**config.mk**
```make
export PLATFORM = sky130hd
export DESIGN_NAME = blk_req_parser
export DESIGN_NICKNAME = d
export VERILOG_FILES = /design/src/logic/blk_pkg.sv /design/src/logic/hdr_decode.sv /design/src/logic/blk_req_parser.sv
export SDC_FILE = /design/constraint.sdc
export NUM_CORES = 1
export LEC_CHECK = 0
export ABC_AREA = 1
export BUFFER_PORTS_ARGS = -buffer_cell sky130_fd_sc_hd__buf_4
export CAP_MARGIN = 20
export CORE_ASPECT_RATIO = 0.5
export CORE_MARGIN = 2
export CORE_UTILIZATION = 35
export CTS_CLUSTER_DIAMETER = 200
export DETAILED_ROUTE_END_ITERATION = 12
export HOLD_SLACK_MARGIN = 0.08
export PLACE_DENSITY = 0.55
export SETUP_SLACK_MARGIN = 0.05
export SLEW_MARGIN = 10
export SYNTH_ARGS = -nofsm -noshare
export SYNTH_HDL_FRONTEND = slang
export SYNTH_SLANG_ARGS = --single-unit
```
**constraint.sdc**
```tcl
create_clock -name clock -period 4.15 [get_ports clock]
set_input_delay 0.415 -clock clock [delete_from_list [all_inputs] [get_ports clock]]
set_output_delay 0.415 -clock clock [all_outputs]
set_load 0.005 [all_outputs]
```
**src/logic/blk_pkg.sv**
```systemverilog
// constants, codes and types shared by the legacy block request parser
// assumes a single clock domain; the register offsets are byte addresses
package blk_pkg;
  // request type codes and the barrier flag position
  localparam logic [31:0] TYPE_READ = 32'h0000_0000;
  localparam logic [31:0] TYPE_WRITE = 32'h0000_0001;
  localparam logic [31:0] TYPE_SCSI = 32'h0000_0002;
  localparam logic [31:0] TYPE_SCSI_OUT = 32'h0000_0003;
  localparam logic [31:0] TYPE_FLUSH = 32'h0000_0004;
  localparam logic [31:0] TYPE_FLUSH_OLD = 32'h0000_0005;
  localparam int BARRIER_BIT = 31;
  // completion status byte codes
  localparam logic [7:0] ST_OK = 8'h00;
  localparam logic [7:0] ST_IOERR = 8'h01;
  localparam logic [7:0] ST_UNSUPP = 8'h02;
  // descriptor framing sizes in bytes
  localparam logic [31:0] HDR_DESC_BYTES = 32'h0000_0008;
  localparam logic [31:0] STATUS_DESC_BYTES = 32'h0000_0001;
  localparam logic [31:0] SENSE_BYTES = 32'h0000_0060;
  localparam logic [31:0] INFO_DESC_BYTES = 32'h0000_0010;
  // register byte offsets
  localparam logic [7:0] REG_CTRL = 8'h00;
  localparam logic [7:0] REG_IRQ_STATUS = 8'h04;
  localparam logic [7:0] REG_IRQ_CLEAR = 8'h08;
  localparam logic [7:0] REG_IRQ_ENABLE = 8'h0c;
  localparam logic [7:0] REG_INFLIGHT = 8'h10;
  // control bits and event bits
  localparam int CTRL_BE_BIT = 0;
  localparam int CTRL_BARRIER_BIT = 1;
  localparam int CTRL_SCSI_BIT = 2;
  localparam int EV_DONE = 0;
  localparam int EV_UNSUPP = 1;
  localparam int EV_IOERR = 2;
  localparam logic [2:0] CTRL_RESET = 3'h0;
  localparam logic [2:0] IRQ_EN_RESET = 3'h0;
  typedef enum logic [2:0] {OP_READ, OP_WRITE, OP_FLUSH, OP_SCSI, OP_NONE} op_t;
  typedef enum logic [1:0] {S_IDLE, S_DESC, S_ISSUE, S_LOCAL} req_state_t;
endpackage : blk_pkg

```
**src/logic/hdr_decode.sv**
```systemverilog
// header decoder: byte order correction and type decoding, purely combinational
// assumes the raw words are the header bytes loaded in little-endian order
module hdr_decode (
  input wire logic [31:0] raw_type,
  input wire logic [31:0] raw_prio,
  input wire logic [63:0] raw_sector,
  input wire logic guest_be,
  input wire logic barrier_offered,
  input wire logic scsi_offered,
  output blk_pkg::op_t op,
  output logic [31:0] type_word,
  output logic barrier,
  output logic [31:0] prio,
  output logic [63:0] sector
);
  import blk_pkg::*;

  function automatic logic [31:0] bswap32(input logic [31:0] w);
    bswap32 = {w[7:0], w[15:8], w[23:16], w[31:24]};
  endfunction : bswap32

  logic [31:0] base;

  always_comb begin
    type_word = guest_be ? bswap32(raw_type) : raw_type;
    prio = guest_be ? bswap32(raw_prio) : raw_prio;
    sector = guest_be ? {bswap32(raw_sector[31:0]), bswap32(raw_sector[63:32])} : raw_sector;
  end

  // barrier only when offered; otherwise the high bit makes the code unknown
  always_comb begin
    barrier = barrier_offered && type_word[BARRIER_BIT];
    base = barrier ? {1'b0, type_word[30:0]} : type_word;
  end

  // type decode, alias and scsi pair included
  always_comb begin
    case (base)
      TYPE_READ: op = OP_READ;
      TYPE_WRITE: op = OP_WRITE;
      // old flush alias decoded as flush
      TYPE_FLUSH, TYPE_FLUSH_OLD: op = OP_FLUSH;
      TYPE_SCSI, TYPE_SCSI_OUT: op = scsi_offered ? OP_SCSI : OP_NONE;
      default: op = OP_NONE;
    endcase
  end
endmodule : hdr_decode

```
**src/logic/blk_req_parser.sv**
```systemverilog
// legacy block request parser: header decode, descriptor framing check,
// backend issue with barrier ordering, completion fields and interrupt
// assumes one clock, a descriptor walker feeding one descriptor at a time,
// and a backend that echoes the tag it was given on each completion
//
// Functional notes
// - header fields are in guest native byte order, swapped when guest is big endian
// - second header word passes to backend as priority, larger is more important
// - offered barrier waits for all earlier, blocks later requests until done
// - barrier never flushes; only a flush request is issued as flush
// - scsi types 2 and 3 accepted and handled identically
// - scsi command sits in one readable descriptor; its length is the command length
// - header and command readable; direction and size come from data descriptors
// - sense length reports bytes written, at most 96
// - residual is requested length minus bytes transferred
// - every request ends with status 0 ok, 1 error, 2 unsupported
// - type 0 read, 1 write, 4 flush
//
// The placing of the registers and the plain strobed port were chosen for this implementation.
module blk_req_parser #(
  parameter int TW = 2
) (
  input wire logic clock,
  input wire logic rstn,
  input wire logic [7:0] reg_addr,
  input wire logic [31:0] reg_wdata,
  input wire logic reg_wr,
  input wire logic reg_rd,
  output logic [31:0] reg_rdata,
  output logic irq,
  input wire logic req_valid,
  output logic req_ready,
  input wire logic [31:0] req_type,
  input wire logic [31:0] req_prio,
  input wire logic [63:0] req_sector,
  input wire logic desc_valid,
  output logic desc_ready,
  input wire logic [31:0] desc_len,
  input wire logic desc_wr,
  input wire logic desc_last,
  output logic cmd_valid,
  input wire logic cmd_ready,
  output blk_pkg::op_t cmd_op,
  output logic [TW-1:0] cmd_tag,
  output logic [63:0] cmd_sector,
  output logic [31:0] cmd_prio,
  output logic [31:0] cmd_len,
  output logic [31:0] cmd_cdb_len,
  output logic cmd_dir_in,
  input wire logic done_valid,
  input wire logic [TW-1:0] done_tag,
  input wire logic done_err,
  input wire logic [31:0] done_xfer,
  input wire logic [7:0] done_sense_len,
  output logic cpl_valid,
  output logic [7:0] cpl_status,
  output logic cpl_scsi,
  output logic [31:0] cpl_residual,
  output logic [7:0] cpl_sense_len,
  output logic [31:0] cpl_data_len
);
  import blk_pkg::*;
  localparam int NTAG = 2 ** TW;

  typedef struct packed {
    req_state_t st;
    op_t op;
    logic barrier;
    logic bad;
    logic [31:0] prio;
    logic [63:0] sector;
    logic [7:0] dcnt;
    logic [31:0] data_len;
    logic [31:0] cdb_len;
    logic dir_in;
    logic [1:0] pcnt;
    logic [31:0] p0_len;
    logic p0_wr;
    logic [31:0] p1_len;
    logic p1_wr;
    logic [NTAG-1:0] busy;
    logic [NTAG-1:0] bar_tag;
    logic [NTAG-1:0] scsi_tag;
    logic [NTAG-1:0][31:0] tag_len;
    logic cpl_valid;
    logic [7:0] cpl_status;
    logic cpl_scsi;
    logic [31:0] cpl_residual;
    logic [7:0] cpl_sense_len;
    logic [31:0] cpl_data_len;
    logic [2:0] ctrl;
    logic [2:0] irq_st;
    logic [2:0] irq_en;
    logic [31:0] rdata;
  } state_t;

  state_t s_q;
  state_t s_d;

  function automatic logic [TW:0] popcount(input logic [NTAG-1:0] v);
    logic [TW:0] c;
    c = '0;
    for (int i = 0; i < NTAG; i++) begin
      c = c + {{TW{1'b0}}, v[i]};
    end
    popcount = c;
  endfunction : popcount

  function automatic logic [TW-1:0] first_free(input logic [NTAG-1:0] v);
    logic [TW-1:0] t;
    t = '0;
    for (int i = NTAG - 1; i >= 0; i--) begin
      if (!v[i]) t = TW'(i);
    end
    first_free = t;
  endfunction : first_free

  op_t dec_op;
  logic [31:0] dec_type;
  logic dec_barrier;
  logic [31:0] dec_prio;
  logic [63:0] dec_sector;

  hdr_decode i_hdr_decode (.raw_type(req_type), .raw_prio(req_prio), .raw_sector(req_sector),
    .guest_be(s_q.ctrl[CTRL_BE_BIT]), .barrier_offered(s_q.ctrl[CTRL_BARRIER_BIT]),
    .scsi_offered(s_q.ctrl[CTRL_SCSI_BIT]), .op(dec_op), .type_word(dec_type), .barrier(dec_barrier),
    .prio(dec_prio), .sector(dec_sector));

  logic [TW:0] inflight;
  logic bar_hold;
  logic cmd_fire;
  logic is_scsi;

  // handshakes; a barrier drains the backend before it goes, and holds back later ones
  assign inflight = popcount(s_q.busy);
  assign bar_hold = |s_q.bar_tag;
  assign is_scsi = s_q.op == OP_SCSI;
  assign req_ready = s_q.st == S_IDLE;
  assign desc_ready = s_q.st == S_DESC;
  assign cmd_valid = s_q.st == S_ISSUE && !(&s_q.busy) && !bar_hold && (!s_q.barrier || inflight == '0);
  assign cmd_fire = cmd_valid && cmd_ready;

  // backend command fields come from the captured request; the tag is the lowest free one
  assign cmd_tag = first_free(s_q.busy);
  // barrier keeps its own op; no flush is invented for it
  assign cmd_op = s_q.op;
  assign cmd_sector = s_q.sector;
  assign cmd_prio = s_q.prio;
  assign cmd_len = s_q.data_len;
  assign cmd_cdb_len = s_q.cdb_len;
  assign cmd_dir_in = is_scsi ? s_q.dir_in : s_q.op == OP_READ;

  assign reg_rdata = s_q.rdata;
  assign irq = |(s_q.irq_st & s_q.irq_en);
  assign cpl_valid = s_q.cpl_valid;
  assign cpl_status = s_q.cpl_status;
  assign cpl_scsi = s_q.cpl_scsi;
  assign cpl_residual = s_q.cpl_residual;
  assign cpl_sense_len = s_q.cpl_sense_len;
  assign cpl_data_len = s_q.cpl_data_len;

  // whole next state; register writes first so hardware events win over a clear
  always_comb begin
    s_d = s_q;
    s_d.cpl_valid = 1'b0;
    s_d.rdata = 32'h0000_0000;
    if (reg_wr) begin
      unique case (reg_addr)
        REG_CTRL: s_d.ctrl = reg_wdata[2:0];
        REG_IRQ_CLEAR: s_d.irq_st = s_q.irq_st & ~reg_wdata[2:0];
        REG_IRQ_ENABLE: s_d.irq_en = reg_wdata[2:0];
        default: ;
      endcase
    end
    if (reg_rd) begin
      unique case (reg_addr)
        REG_CTRL: s_d.rdata = {29'h0, s_q.ctrl};
        REG_IRQ_STATUS: s_d.rdata = {29'h0, s_q.irq_st};
        REG_IRQ_ENABLE: s_d.rdata = {29'h0, s_q.irq_en};
        REG_INFLIGHT: s_d.rdata = {{(31 - TW){1'b0}}, inflight};
        default: s_d.rdata = 32'h0000_0000;
      endcase
    end
    unique case (s_q.st)
      S_IDLE: begin
        if (req_valid) begin
          s_d.st = S_DESC;
          s_d.op = dec_op;
          s_d.barrier = dec_barrier;
          s_d.prio = dec_prio;
          s_d.sector = dec_sector;
          s_d.bad = 1'b0;
          s_d.dcnt = 8'h00;
          s_d.data_len = 32'h0000_0000;
          s_d.cdb_len = 32'h0000_0000;
          s_d.dir_in = 1'b0;
          s_d.pcnt = 2'd0;
        end
      end
      S_DESC: begin
        if (desc_valid) begin
          s_d.dcnt = s_q.dcnt + 8'h01;
          if (s_q.dcnt == 8'h00) begin
            // header descriptor readable and of fixed size
            if (desc_wr || desc_len != HDR_DESC_BYTES || desc_last) s_d.bad = 1'b1;
          end else if (is_scsi && s_q.dcnt == 8'h01) begin
            // command length from its own descriptor
            if (desc_wr || desc_len == 32'h0000_0000 || desc_last) s_d.bad = 1'b1;
            s_d.cdb_len = desc_len;
          end else if (desc_last) begin
            // status descriptor is one writable byte
            if (!desc_wr || desc_len != STATUS_DESC_BYTES) s_d.bad = 1'b1;
            if (is_scsi) begin
              // sense and info descriptors precede status
              if (s_q.pcnt != 2'd2 || !s_q.p0_wr || s_q.p0_len != SENSE_BYTES ||
                  !s_q.p1_wr || s_q.p1_len != INFO_DESC_BYTES) s_d.bad = 1'b1;
            end else begin
              if (s_q.pcnt != 2'd0) s_d.data_len = s_d.data_len + s_q.p0_len;
              if (s_q.pcnt == 2'd2) s_d.data_len = s_d.data_len + s_q.p1_len;
            end
          end else begin
            // data direction must match the request
            if (!is_scsi && s_q.op != OP_FLUSH && desc_wr != (s_q.op == OP_READ)) s_d.bad = 1'b1;
            // two-deep hold: the last two before status may be sense and info
            if (s_q.pcnt == 2'd2) begin
              // size and direction from the data buffers
              s_d.data_len = s_q.data_len + s_q.p0_len;
              s_d.dir_in = s_q.p0_wr;
              s_d.p0_len = s_q.p1_len;
              s_d.p0_wr = s_q.p1_wr;
              s_d.p1_len = desc_len;
              s_d.p1_wr = desc_wr;
            end else if (s_q.pcnt == 2'd1) begin
              s_d.p1_len = desc_len;
              s_d.p1_wr = desc_wr;
              s_d.pcnt = 2'd2;
            end else begin
              s_d.p0_len = desc_len;
              s_d.p0_wr = desc_wr;
              s_d.pcnt = 2'd1;
            end
          end
          if (desc_last) s_d.st = (s_q.op == OP_NONE || s_d.bad) ? S_LOCAL : S_ISSUE;
        end
      end
      S_ISSUE: begin
        if (cmd_fire) begin
          s_d.busy[cmd_tag] = 1'b1;
          s_d.bar_tag[cmd_tag] = s_q.barrier;
          s_d.scsi_tag[cmd_tag] = is_scsi;
          s_d.tag_len[cmd_tag] = s_q.data_len;
          s_d.st = S_IDLE;
        end
      end
      S_LOCAL: begin
        // backend completions take the output first; a local one waits for a cycle without done_valid
        if (!done_valid) begin
          s_d.cpl_valid = 1'b1;
          s_d.cpl_scsi = 1'b0;
          s_d.cpl_residual = 32'h0000_0000;
          s_d.cpl_sense_len = 8'h00;
          s_d.cpl_data_len = 32'h0000_0000;
          s_d.irq_st[EV_DONE] = 1'b1;
          if (s_q.op == OP_NONE) begin
            s_d.cpl_status = ST_UNSUPP;
            s_d.irq_st[EV_UNSUPP] = 1'b1;
          end else begin
            s_d.cpl_status = ST_IOERR;
            s_d.irq_st[EV_IOERR] = 1'b1;
          end
          s_d.st = S_IDLE;
        end
      end
    endcase
    if (done_valid) begin
      s_d.busy[done_tag] = 1'b0;
      s_d.bar_tag[done_tag] = 1'b0;
      s_d.cpl_valid = 1'b1;
      s_d.cpl_status = done_err ? ST_IOERR : ST_OK;
      s_d.cpl_scsi = s_q.scsi_tag[done_tag];
      // residual from requested and moved bytes
      s_d.cpl_residual = s_q.scsi_tag[done_tag] ? s_q.tag_len[done_tag] - done_xfer : 32'h0000_0000;
      // sense length capped to the sense buffer
      s_d.cpl_sense_len = !s_q.scsi_tag[done_tag] ? 8'h00 :
                          ({24'h0, done_sense_len} > SENSE_BYTES) ? SENSE_BYTES[7:0] : done_sense_len;
      // historic copy of the requested length
      s_d.cpl_data_len = s_q.scsi_tag[done_tag] ? s_q.tag_len[done_tag] : 32'h0000_0000;
      s_d.irq_st[EV_DONE] = 1'b1;
      if (done_err) s_d.irq_st[EV_IOERR] = 1'b1;
    end
  end

  // state register; constants only under reset
  always_ff @(posedge clock or negedge rstn) begin
    if (!rstn) begin
      s_q <= '{st: S_IDLE, op: OP_NONE, ctrl: CTRL_RESET, irq_en: IRQ_EN_RESET, default: '0};
    end else begin
      s_q <= s_d;
    end
  end
  logic [31:0] resid_want;
  assign resid_want = s_q.tag_len[done_tag] - done_xfer; // residual owed by the completing tag
  a_barrier_drain: assert property (@(posedge clock) disable iff (!rstn)
    cmd_fire && s_q.barrier |-> inflight == '0) else $error("barrier issued with requests in flight");
  a_barrier_block: assert property (@(posedge clock) disable iff (!rstn)
    bar_hold |-> !cmd_fire) else $error("request issued behind an open barrier");
  a_scsi_equal: assert property (@(posedge clock) disable iff (!rstn)
    (dec_type == TYPE_SCSI || dec_type == TYPE_SCSI_OUT) && s_q.ctrl[CTRL_SCSI_BIT] |-> dec_op == OP_SCSI)
    else $error("scsi type not decoded as scsi");
  a_type_decode: assert property (@(posedge clock) disable iff (!rstn)
    (dec_type == TYPE_FLUSH || dec_type == TYPE_FLUSH_OLD) |-> dec_op == OP_FLUSH)
    else $error("flush code not decoded as flush");
  a_residual_calc: assert property (@(posedge clock) disable iff (!rstn)
    done_valid && s_q.scsi_tag[done_tag] |=> cpl_valid && cpl_residual == $past(resid_want))
    else $error("residual mismatch");
  a_sense_cap: assert property (@(posedge clock) disable iff (!rstn)
    cpl_valid |-> {24'h0, cpl_sense_len} <= SENSE_BYTES) else $error("sense length above buffer");
  a_unsupp_local: assert property (@(posedge clock) disable iff (!rstn)
    s_q.st == S_LOCAL && s_q.op == OP_NONE && !done_valid |=> cpl_valid && cpl_status == ST_UNSUPP && !cmd_valid)
    else $error("unsupported request not completed as unsupported");
  a_status_code: assert property (@(posedge clock) disable iff (!rstn)
    done_valid |=> cpl_valid && cpl_status == ($past(done_err) ? ST_IOERR : ST_OK)) else $error("bad status byte");
  a_cmd_stable: assert property (@(posedge clock) disable iff (!rstn)
    cmd_valid && !cmd_ready |=> cmd_valid && $stable(cmd_prio) && $stable(cmd_len))
    else $error("command changed while waiting");
  a_header_frame: assert property (@(posedge clock) disable iff (!rstn)
    s_q.st == S_DESC && desc_valid && s_q.dcnt == 8'h00 && desc_len != HDR_DESC_BYTES |=> s_q.bad || s_q.st == S_LOCAL)
    else $error("bad header descriptor accepted");
endmodule : blk_req_parser

```
Word level (Yosys, flattened, before mapping) --
Index checks and enable logic that the tools add are counted.
Cells by class: divide/modulo/power cells 0, $add $sub $neg 7, bitwise operators 10, $lt $le $gt $ge 5, reduce and logical (&&, ||, !) cells 56, shift operators 0, muxes and demuxes 91, equality and inequality tests 38, $mul 0
Operator list (number):
- 2-to-1 mux 32 bit | 20
- 2-to-1 mux 140 bit | 2
- 2-to-1 mux 178 bit | 1
- 2-to-1 mux 82 bit | 2
- one-hot mux 75 bit (2 select lines) | 1
- 2-to-1 mux 141 bit | 1
- 2-to-1 mux 69 bit | 2
- 2-to-1 mux 133 bit | 1
- bitwise mux 128 bit | 1
- 2-to-1 mux 33 bit | 2
- 2-to-1 mux 66 bit | 1
- adder 32 bit | 2
- binary-select mux 32 bit (select 2 bit) | 1
- demux 32 bit (select 2 bit) | 1
- equality test 32 x 2 -> 1 bit, second input constant | 2
- equality test 32 x 3 -> 1 bit, second input constant | 2
- zero test 32 bit | 2
- 2-to-1 mux 64 bit | 1
- equality test 32 x 1 -> 1 bit, second input constant | 1
- inequality test 32 x 1 -> 1 bit, second input constant | 1
- inequality test 32 x 4 -> 1 bit, second input constant | 1
- inequality test 32 x 5 -> 1 bit, second input constant | 1
- inequality test 32 x 7 -> 1 bit, second input constant | 1
- subtractor 32 bit | 1
- other kinds (54) | 156
Storage, ports and cells: bits in read-only memories 0, memories 0, latch bits 0, bits in writable memories 0, flip-flop bits (word level) 507, output and inout port bits 284

Depth between registers and ports, before layout --
depth in word-level cells 17, gate-level depth with buffers 30, gate-level depth less buffers 30

By module --
A second synthesis with hierarchy kept.
Unflattened totals: cell total of the unflattened synthesis 4409, area, all modules 31066.0 sq um
Modules (own cells, without submodules):
- blk_req_parser | cells each 3954, sequential area each 11812.6 sq um, area each 29062.9 sq um, times used 1
- hdr_decode | cells each 455, sequential area each 0.0 sq um, area each 2003.2 sq um, times used 1

Least setup slack after synthesis --
No wires, ideal clock.
path kind register to register, start register s_q, in the netlist cmd_len[0], end register s_q, in the netlist cmd_len[31], data arrival time 3.321 ns, path slack 0.713 ns, library setup time 0.116 ns, cell stages (with the launch flop) 28, required time 4.034 ns, path through dfrtp_1 ha_1 inv_1 fa_1 inv_1 nand3_1 nand2_1 nand2_1 nand2_1 nand2_1 nand2_1 nand2_1 nand3_1 nand3_1 and2_1 ha_1 nand2_1 nand2_1 a21oi_1 nand2_1 a21oi_1 nand2_1 nand2_1 nand3_1 nand3_1 nand3_1 nand2_1 nand2_1
Between the ends: word-level cells in the longest chain between the ends 16, elaborated cells between the ends (all ways) 17
RTL lines:
- start, declared | line blk_req_parser.sv:97 | state_t s_q;
- start signal, assigned | line blk_req_parser.sv:296 | s_q <= '{st: S_IDLE, op: OP_NONE, ctrl: CTRL_RESET, irq_en: IRQ_EN_RESET, default: '0};
- start signal, assigned | line blk_req_parser.sv:298 | s_q <= s_d;
- adder 32 bit | line blk_req_parser.sv:218, blk_req_parser.sv:227
- 2-to-1 mux 32 bit | line blk_req_parser.sv:218 | if (s_q.pcnt != 2'd0) s_d.data_len = s_d.data_len + s_q.p0_len;
- 2-to-1 mux 32 bit | line blk_req_parser.sv:213 | if (is_scsi) begin
- 2-to-1 mux 32 bit | line blk_req_parser.sv:210 | end else if (desc_last) begin
- 2-to-1 mux 32 bit | line blk_req_parser.sv:206 | end else if (is_scsi && s_q.dcnt == 8'h01) begin
- 2-to-1 mux 32 bit | line blk_req_parser.sv:203 | if (s_q.dcnt == 8'h00) begin
- 2-to-1 mux 32 bit | line blk_req_parser.sv:201 | if (desc_valid) begin
- 2-to-1 mux 32 bit | line blk_req_parser.sv:184 | unique case (s_q.st)
- adder 32 bit | line blk_req_parser.sv:219 | if (s_q.pcnt == 2'd2) s_d.data_len = s_d.data_len + s_q.p1_len;
- 2-to-1 mux 32 bit | line blk_req_parser.sv:219
- 2-to-1 mux 32 bit | line blk_req_parser.sv:213
- 2-to-1 mux 32 bit (*) | line blk_req_parser.sv:210
- 2-to-1 mux 32 bit (*) | line blk_req_parser.sv:206
- 2-to-1 mux 133 bit (*) | line blk_req_parser.sv:203
- 2-to-1 mux 141 bit (*) | line blk_req_parser.sv:201
- one-hot mux 75 bit (2 select lines) (*) | line blk_req_parser.sv:184
Mark *: on every way between the ends. The rest lies on a longest branch, timed or not. The select of a mux whose other input is x is not followed. A chain may end at the register's enable or synchronous reset.

Worst setup path after layout --
start register s_q[299] in the netlist's numbering, end register s_q, in the netlist cmd_len[14]
Between the ends: word-level cells in the longest chain between the ends 16, elaborated cells between the ends (all ways) 17
RTL lines (line):
- adder 32 bit (*) | blk_req_parser.sv:218, blk_req_parser.sv:227
- 2-to-1 mux 32 bit | blk_req_parser.sv:218
- 2-to-1 mux 32 bit | blk_req_parser.sv:213
- 2-to-1 mux 32 bit | blk_req_parser.sv:210
- 2-to-1 mux 32 bit | blk_req_parser.sv:206
- 2-to-1 mux 32 bit | blk_req_parser.sv:203
- 2-to-1 mux 32 bit | blk_req_parser.sv:201
- 2-to-1 mux 32 bit | blk_req_parser.sv:184
- adder 32 bit | blk_req_parser.sv:219
- 2-to-1 mux 32 bit | blk_req_parser.sv:219
- 2-to-1 mux 32 bit | blk_req_parser.sv:213
- 2-to-1 mux 32 bit (*) | blk_req_parser.sv:210
- 2-to-1 mux 32 bit (*) | blk_req_parser.sv:206
- 2-to-1 mux 133 bit (*) | blk_req_parser.sv:203
- 2-to-1 mux 141 bit (*) | blk_req_parser.sv:201
- one-hot mux 75 bit (2 select lines) (*) | blk_req_parser.sv:184
Marked as above.

==> impl_results.md <==
* Fin crit share at 94.24%
* FF-to-FF Start: s_q[299]$_DFFE_PN0P_
* Peak VDD IR at 399.1 uV
* Row cnt at 76
* Reg power frac at 24.5%
* Maximum root-to-sink buffer count at 3
* Routed vias at 28766
* Crit path launch type: flop
* Final WL at 107300 um
* Worst Skew at 23.56 ps
* Synth Warn # at 0
* DRT antenna net count at 0
* Worst Max-Slew Pin Slew at 1039 ps
* # Max-Cap Violations at 0
* Layout cells sized above 1 at 18.08%
* Vias per inst at 4.906
* Top Ports at 537
* Post-synthesis instance total at 4153
* Wire per inst at 18.30 um
* Core area at 0.08568 mm^2
* Outcome: finished, final reports clean
* Syn_area_per_cell at 7.260 um^2
* Synthesized area at 0.03015 mm^2
* Clock power share at 15.1%
* CP endpoint kind: flop
* Final setup violating endpoints at 0
* Detailed placer's ending HPWL at 81130 um
* Hold_sp: done_sense_len[7]
* Worst EP required at 4660 ps
* Switching component of the power at 13960 uW
* Ys async rst share at 100.0%
* Worst min path class: input pin to flop
* IO buf count at 472
* Iter 0 DRT Violations at 2155
* Fin. max-slew vios at 0
* Final-report hold violation count at 0
* # DRC at 0
* Clock transition at the registers of the reported paths at 60 ps
* Worst Hold End: cpl_sense_len[6]$_DFFE_PN0P_
* Min Tclk post-route at 3911 ps
* RSZ-0062 raised after global routing: false
* Initial antenna violation count at 9
* Worst-Skew Late Latency at 630 ps
* Reg2reg path depth at 21
* Vias in the first global route at 28071
* Power per cell area at 804.9 mW/mm^2
* Hold depth at 3
* Htree depth at 2
* Pwr Total at 30500 uW
* Final instance area at 0.03789 mm^2
* Clock sink count at 472
* Setup tns final at 0 ps
* TritonCTS clock tree: built
* Pleak at 0.01898 uW
* Sequential cell area fraction in the yosys report at 39.18%
* CP max FO at 4
* Crit path kind: flop to flop
* Internal Power at 16530 uW
* R2r setup slk at 240 ps
* Primary FF master, synth: dfrtp_1
* Max-slew headroom at 30.74%
* R2R Path End: cmd_len[14]$_DFFE_PN0P_
* Post-synth EDFFs at 0
* Nets@finish at 5010
* Netlist cell types at 63
* Total track usage at 23.87%
* CTS buffer count at 49
* Sw frac at 45.79%
* GR Overflow Total at 0
* Combinational share of power at 60.4%
* Clk root buf: clkbuf_16
* Die Ht at 211.5 um
* Global-route wire length before repair at 164600 um
* Pin count of the biggest net entering global routing at 119
* Gpl congestion at 0.9477
* Starting density of the core at 35.19%
* First-pass DRT Iterations at 8
* Full die area at 0.08865 mm^2
* Crit path DAT at 4420 ps
* Fmax at 255.7 MHz
* Die Wd at 419.1 um
* Min Hold Slack at 127.2 ps
* Synth Register Bits at 472
* Placed Area at 0.03404 mm^2
* Layout area overhead at 25.68%
-- stage by stage --
step                      instances  utilization (%)  worst slack [ps]
after floorplan                4187                -             713.0
after global placement         5571            39.74             176.4
after detailed placement       5571            39.74             108.3
after CTS                      5853            43.86             94.24
after global routing           5864            44.23             27.03
final                          5864            44.23             238.9
-- worst max-delay path, stage by stage (launching register included) --
cell	delay, ps
dfrtp_1	410
ha_1	370
nand3_1	100
nand2_1	130
nand2_1	60
nand2_1	130
nand3_1	110
nand2_1	180
nand2_1	130
a31oi_2	260
ha_1	360
a21oi_1	250
o21ai_0	180
a21oi_1	140
o21ai_0	90
buf_4	160
buf_4	130
or2_2	270
nand3_1	90
nand3_1	90
nand3_1	100
nand2_1	60
-- area by class of cell --
cell class / count / area [um^2]
repair buffers: 840 / 6909
inverters: 531 / 2001
flip-flops and latches: 472 / 11820
well taps: 1170 / 1464
fillers: 8694 / 47790
clock inverters: 19 / 206.4
clock buffers: 70 / 1395
multi-input cells: 2753 / 14070
diodes: 9 / 22.52
-- Yosys cell counts (2+ instances only) --
| cell type | n | area [um^2] |
|---|---|---|
| a211oi_1 | 2 | 15.01 |
| a21boi_0 | 4 | 30.03 |
| a21o_1 | 8 | 60.06 |
| a21oi_1 | 144 | 720.7 |
| a221oi_1 | 32 | 280.3 |
| a22o_1 | 2 | 17.52 |
| a22oi_1 | 7 | 52.55 |
| a31oi_1 | 100 | 625.6 |
| a32o_1 | 6 | 60.06 |
| a41oi_1 | 4 | 35.03 |
| and2_1 | 11 | 68.82 |
| buf_1 | 10 | 37.54 |
| buf_2 | 25 | 125.1 |
| buf_4 | 277 | 2079 |
| clkbuf_1 | 117 | 439.2 |
| clkinv_1 | 5 | 18.77 |
| dfrtp_1 | 471 | 11790 |
| fa_1 | 4 | 80.08 |
| ha_1 | 106 | 1326 |
| inv_1 | 506 | 1899 |
| inv_2 | 19 | 71.32 |
| nand2_1 | 1126 | 4227 |
| nand2_2 | 14 | 87.58 |
| nand2_4 | 2 | 22.52 |
| nand3_1 | 185 | 925.9 |
| nand3b_1 | 11 | 82.58 |
| nand4_1 | 36 | 225.2 |
| nor2_1 | 302 | 1134 |
| nor3_1 | 32 | 160.2 |
| nor4_1 | 21 | 131.4 |
| o2111ai_1 | 3 | 26.28 |
| o211ai_1 | 23 | 172.7 |
| o21a_1 | 30 | 225.2 |
| o21ai_0 | 366 | 1832 |
| o21ai_1 | 18 | 90.09 |
| o21bai_1 | 16 | 120.1 |
| o221ai_1 | 2 | 17.52 |
| o22ai_1 | 37 | 231.5 |
| o22ai_2 | 2 | 25.02 |
| o31ai_1 | 5 | 37.54 |
| or2_2 | 12 | 75.07 |
| xnor2_1 | 14 | 122.6 |
| xor2_1 | 16 | 140.1 |
-- how the worst max path moves through the flow --
stage / cells past startpoint / endpoint / slack (ps) / start
final: 21 / cmd_len[14]$_DFFE_PN0P_ / 240 / s_q[299]$_DFFE_PN0P_
after global routing: 21 / cmd_len[14]$_DFFE_PN0P_ / 30 / s_q[299]$_DFFE_PN0P_
after CTS: 25 / cmd_len[15]$_DFFE_PN0P_ / 90 / cmd_len[1]$_DFFE_PN0P_
after detailed placement: 25 / cmd_len[15]$_DFFE_PN0P_ / 110 / cmd_len[1]$_DFFE_PN0P_
after global placement: 26 / cmd_len[31]$_DFFE_PN0P_ / 180 / cmd_len[1]$_DFFE_PN0P_
after floorplan: 27 / cmd_len[31]$_DFFE_PN0P_ / 710 / cmd_len[0]$_DFFE_PN0P_
-- routing by layer --
layer / part of all wire (%) / GRT usage, % / up-vias
li1: - / - / 14176
met1: 46 / 32.68 / 13727
met2: 46 / 38.61 / 701
met3: 4.9 / 3.350 / 162
met4: 3.4 / 8.353 / 0
met5: 0 / 0 / -
-- state kept, by name, summed over array words and instances (netlist names) --
name and cells:
cmd_len 32, cpl_valid 1, cpl_residual 32, cpl_data_len 32, cmd_op 3, cmd_cdb_len 32, cmd_prio 32, cpl_scsi 1
cmd_sector 64, reg_rdata 3, s_q 230, cpl_status 2, cpl_sense_len 8
-- placed cells by master (no fill, tap or decap), types with 23 or more instances in the layout --
cell,netlist,layout
clkbuf_16,0,49
nor3_1,32,29
conb_1,1,35
ha_1,106,90
nand4_1,36,36
a21oi_1,144,133
buf_4,277,637
a221oi_1,32,32
nand3_1,185,180
o21a_1,30,30
o22ai_1,37,37
dlygate4sd3_1,0,193
nor2_1,302,291
dfrtp_1,471,467
o21ai_0,366,362
nand2_1,1126,1119
o211ai_1,23,23
inv_1,506,503
a31oi_1,100,99
-- kinds of logic (layout without fill, tap and decap cells) --
| family | after synthesis | in the layout | synth area share (%) |
|---|---|---|---|
| flops | 472 | 472 | 39.18 |
| mux | 2 | 2 | 0.07055 |
| simple gates | 1760 | 1760 | 23.92 |
| fa+ha+maj | 110 | 110 | 4.664 |
| buf+inv | 962 | 1460 | 15.62 |
| xor+xnor | 30 | 30 | 0.8715 |
| other cells | 1 | 44 | 0.01244 |
| compound gates | 816 | 816 | 15.66 |
-- power groups by stage --
stage          sequential [uW]  clock [uW]  combinational (uW)
2_1_floorplan             7100           0               11100
3_5_place_dp              7480           0               17200
5_1_grt                   7670        4900               20500
6_report                  7480        4590               18400
3_3_place_gp              7440           0               17100
4_1_cts                   7420        4720               17800
-- timing repair --
action / 4_1_cts / 5_1_grt
setup endpoints to repair: 0 / 22
hold buffers: 193 / 0
setup buffers: 0 / 1
resized for setup: 0 / 59
hold endpoints to repair: 232 / 0
Power figures use the tool's default switching activity.
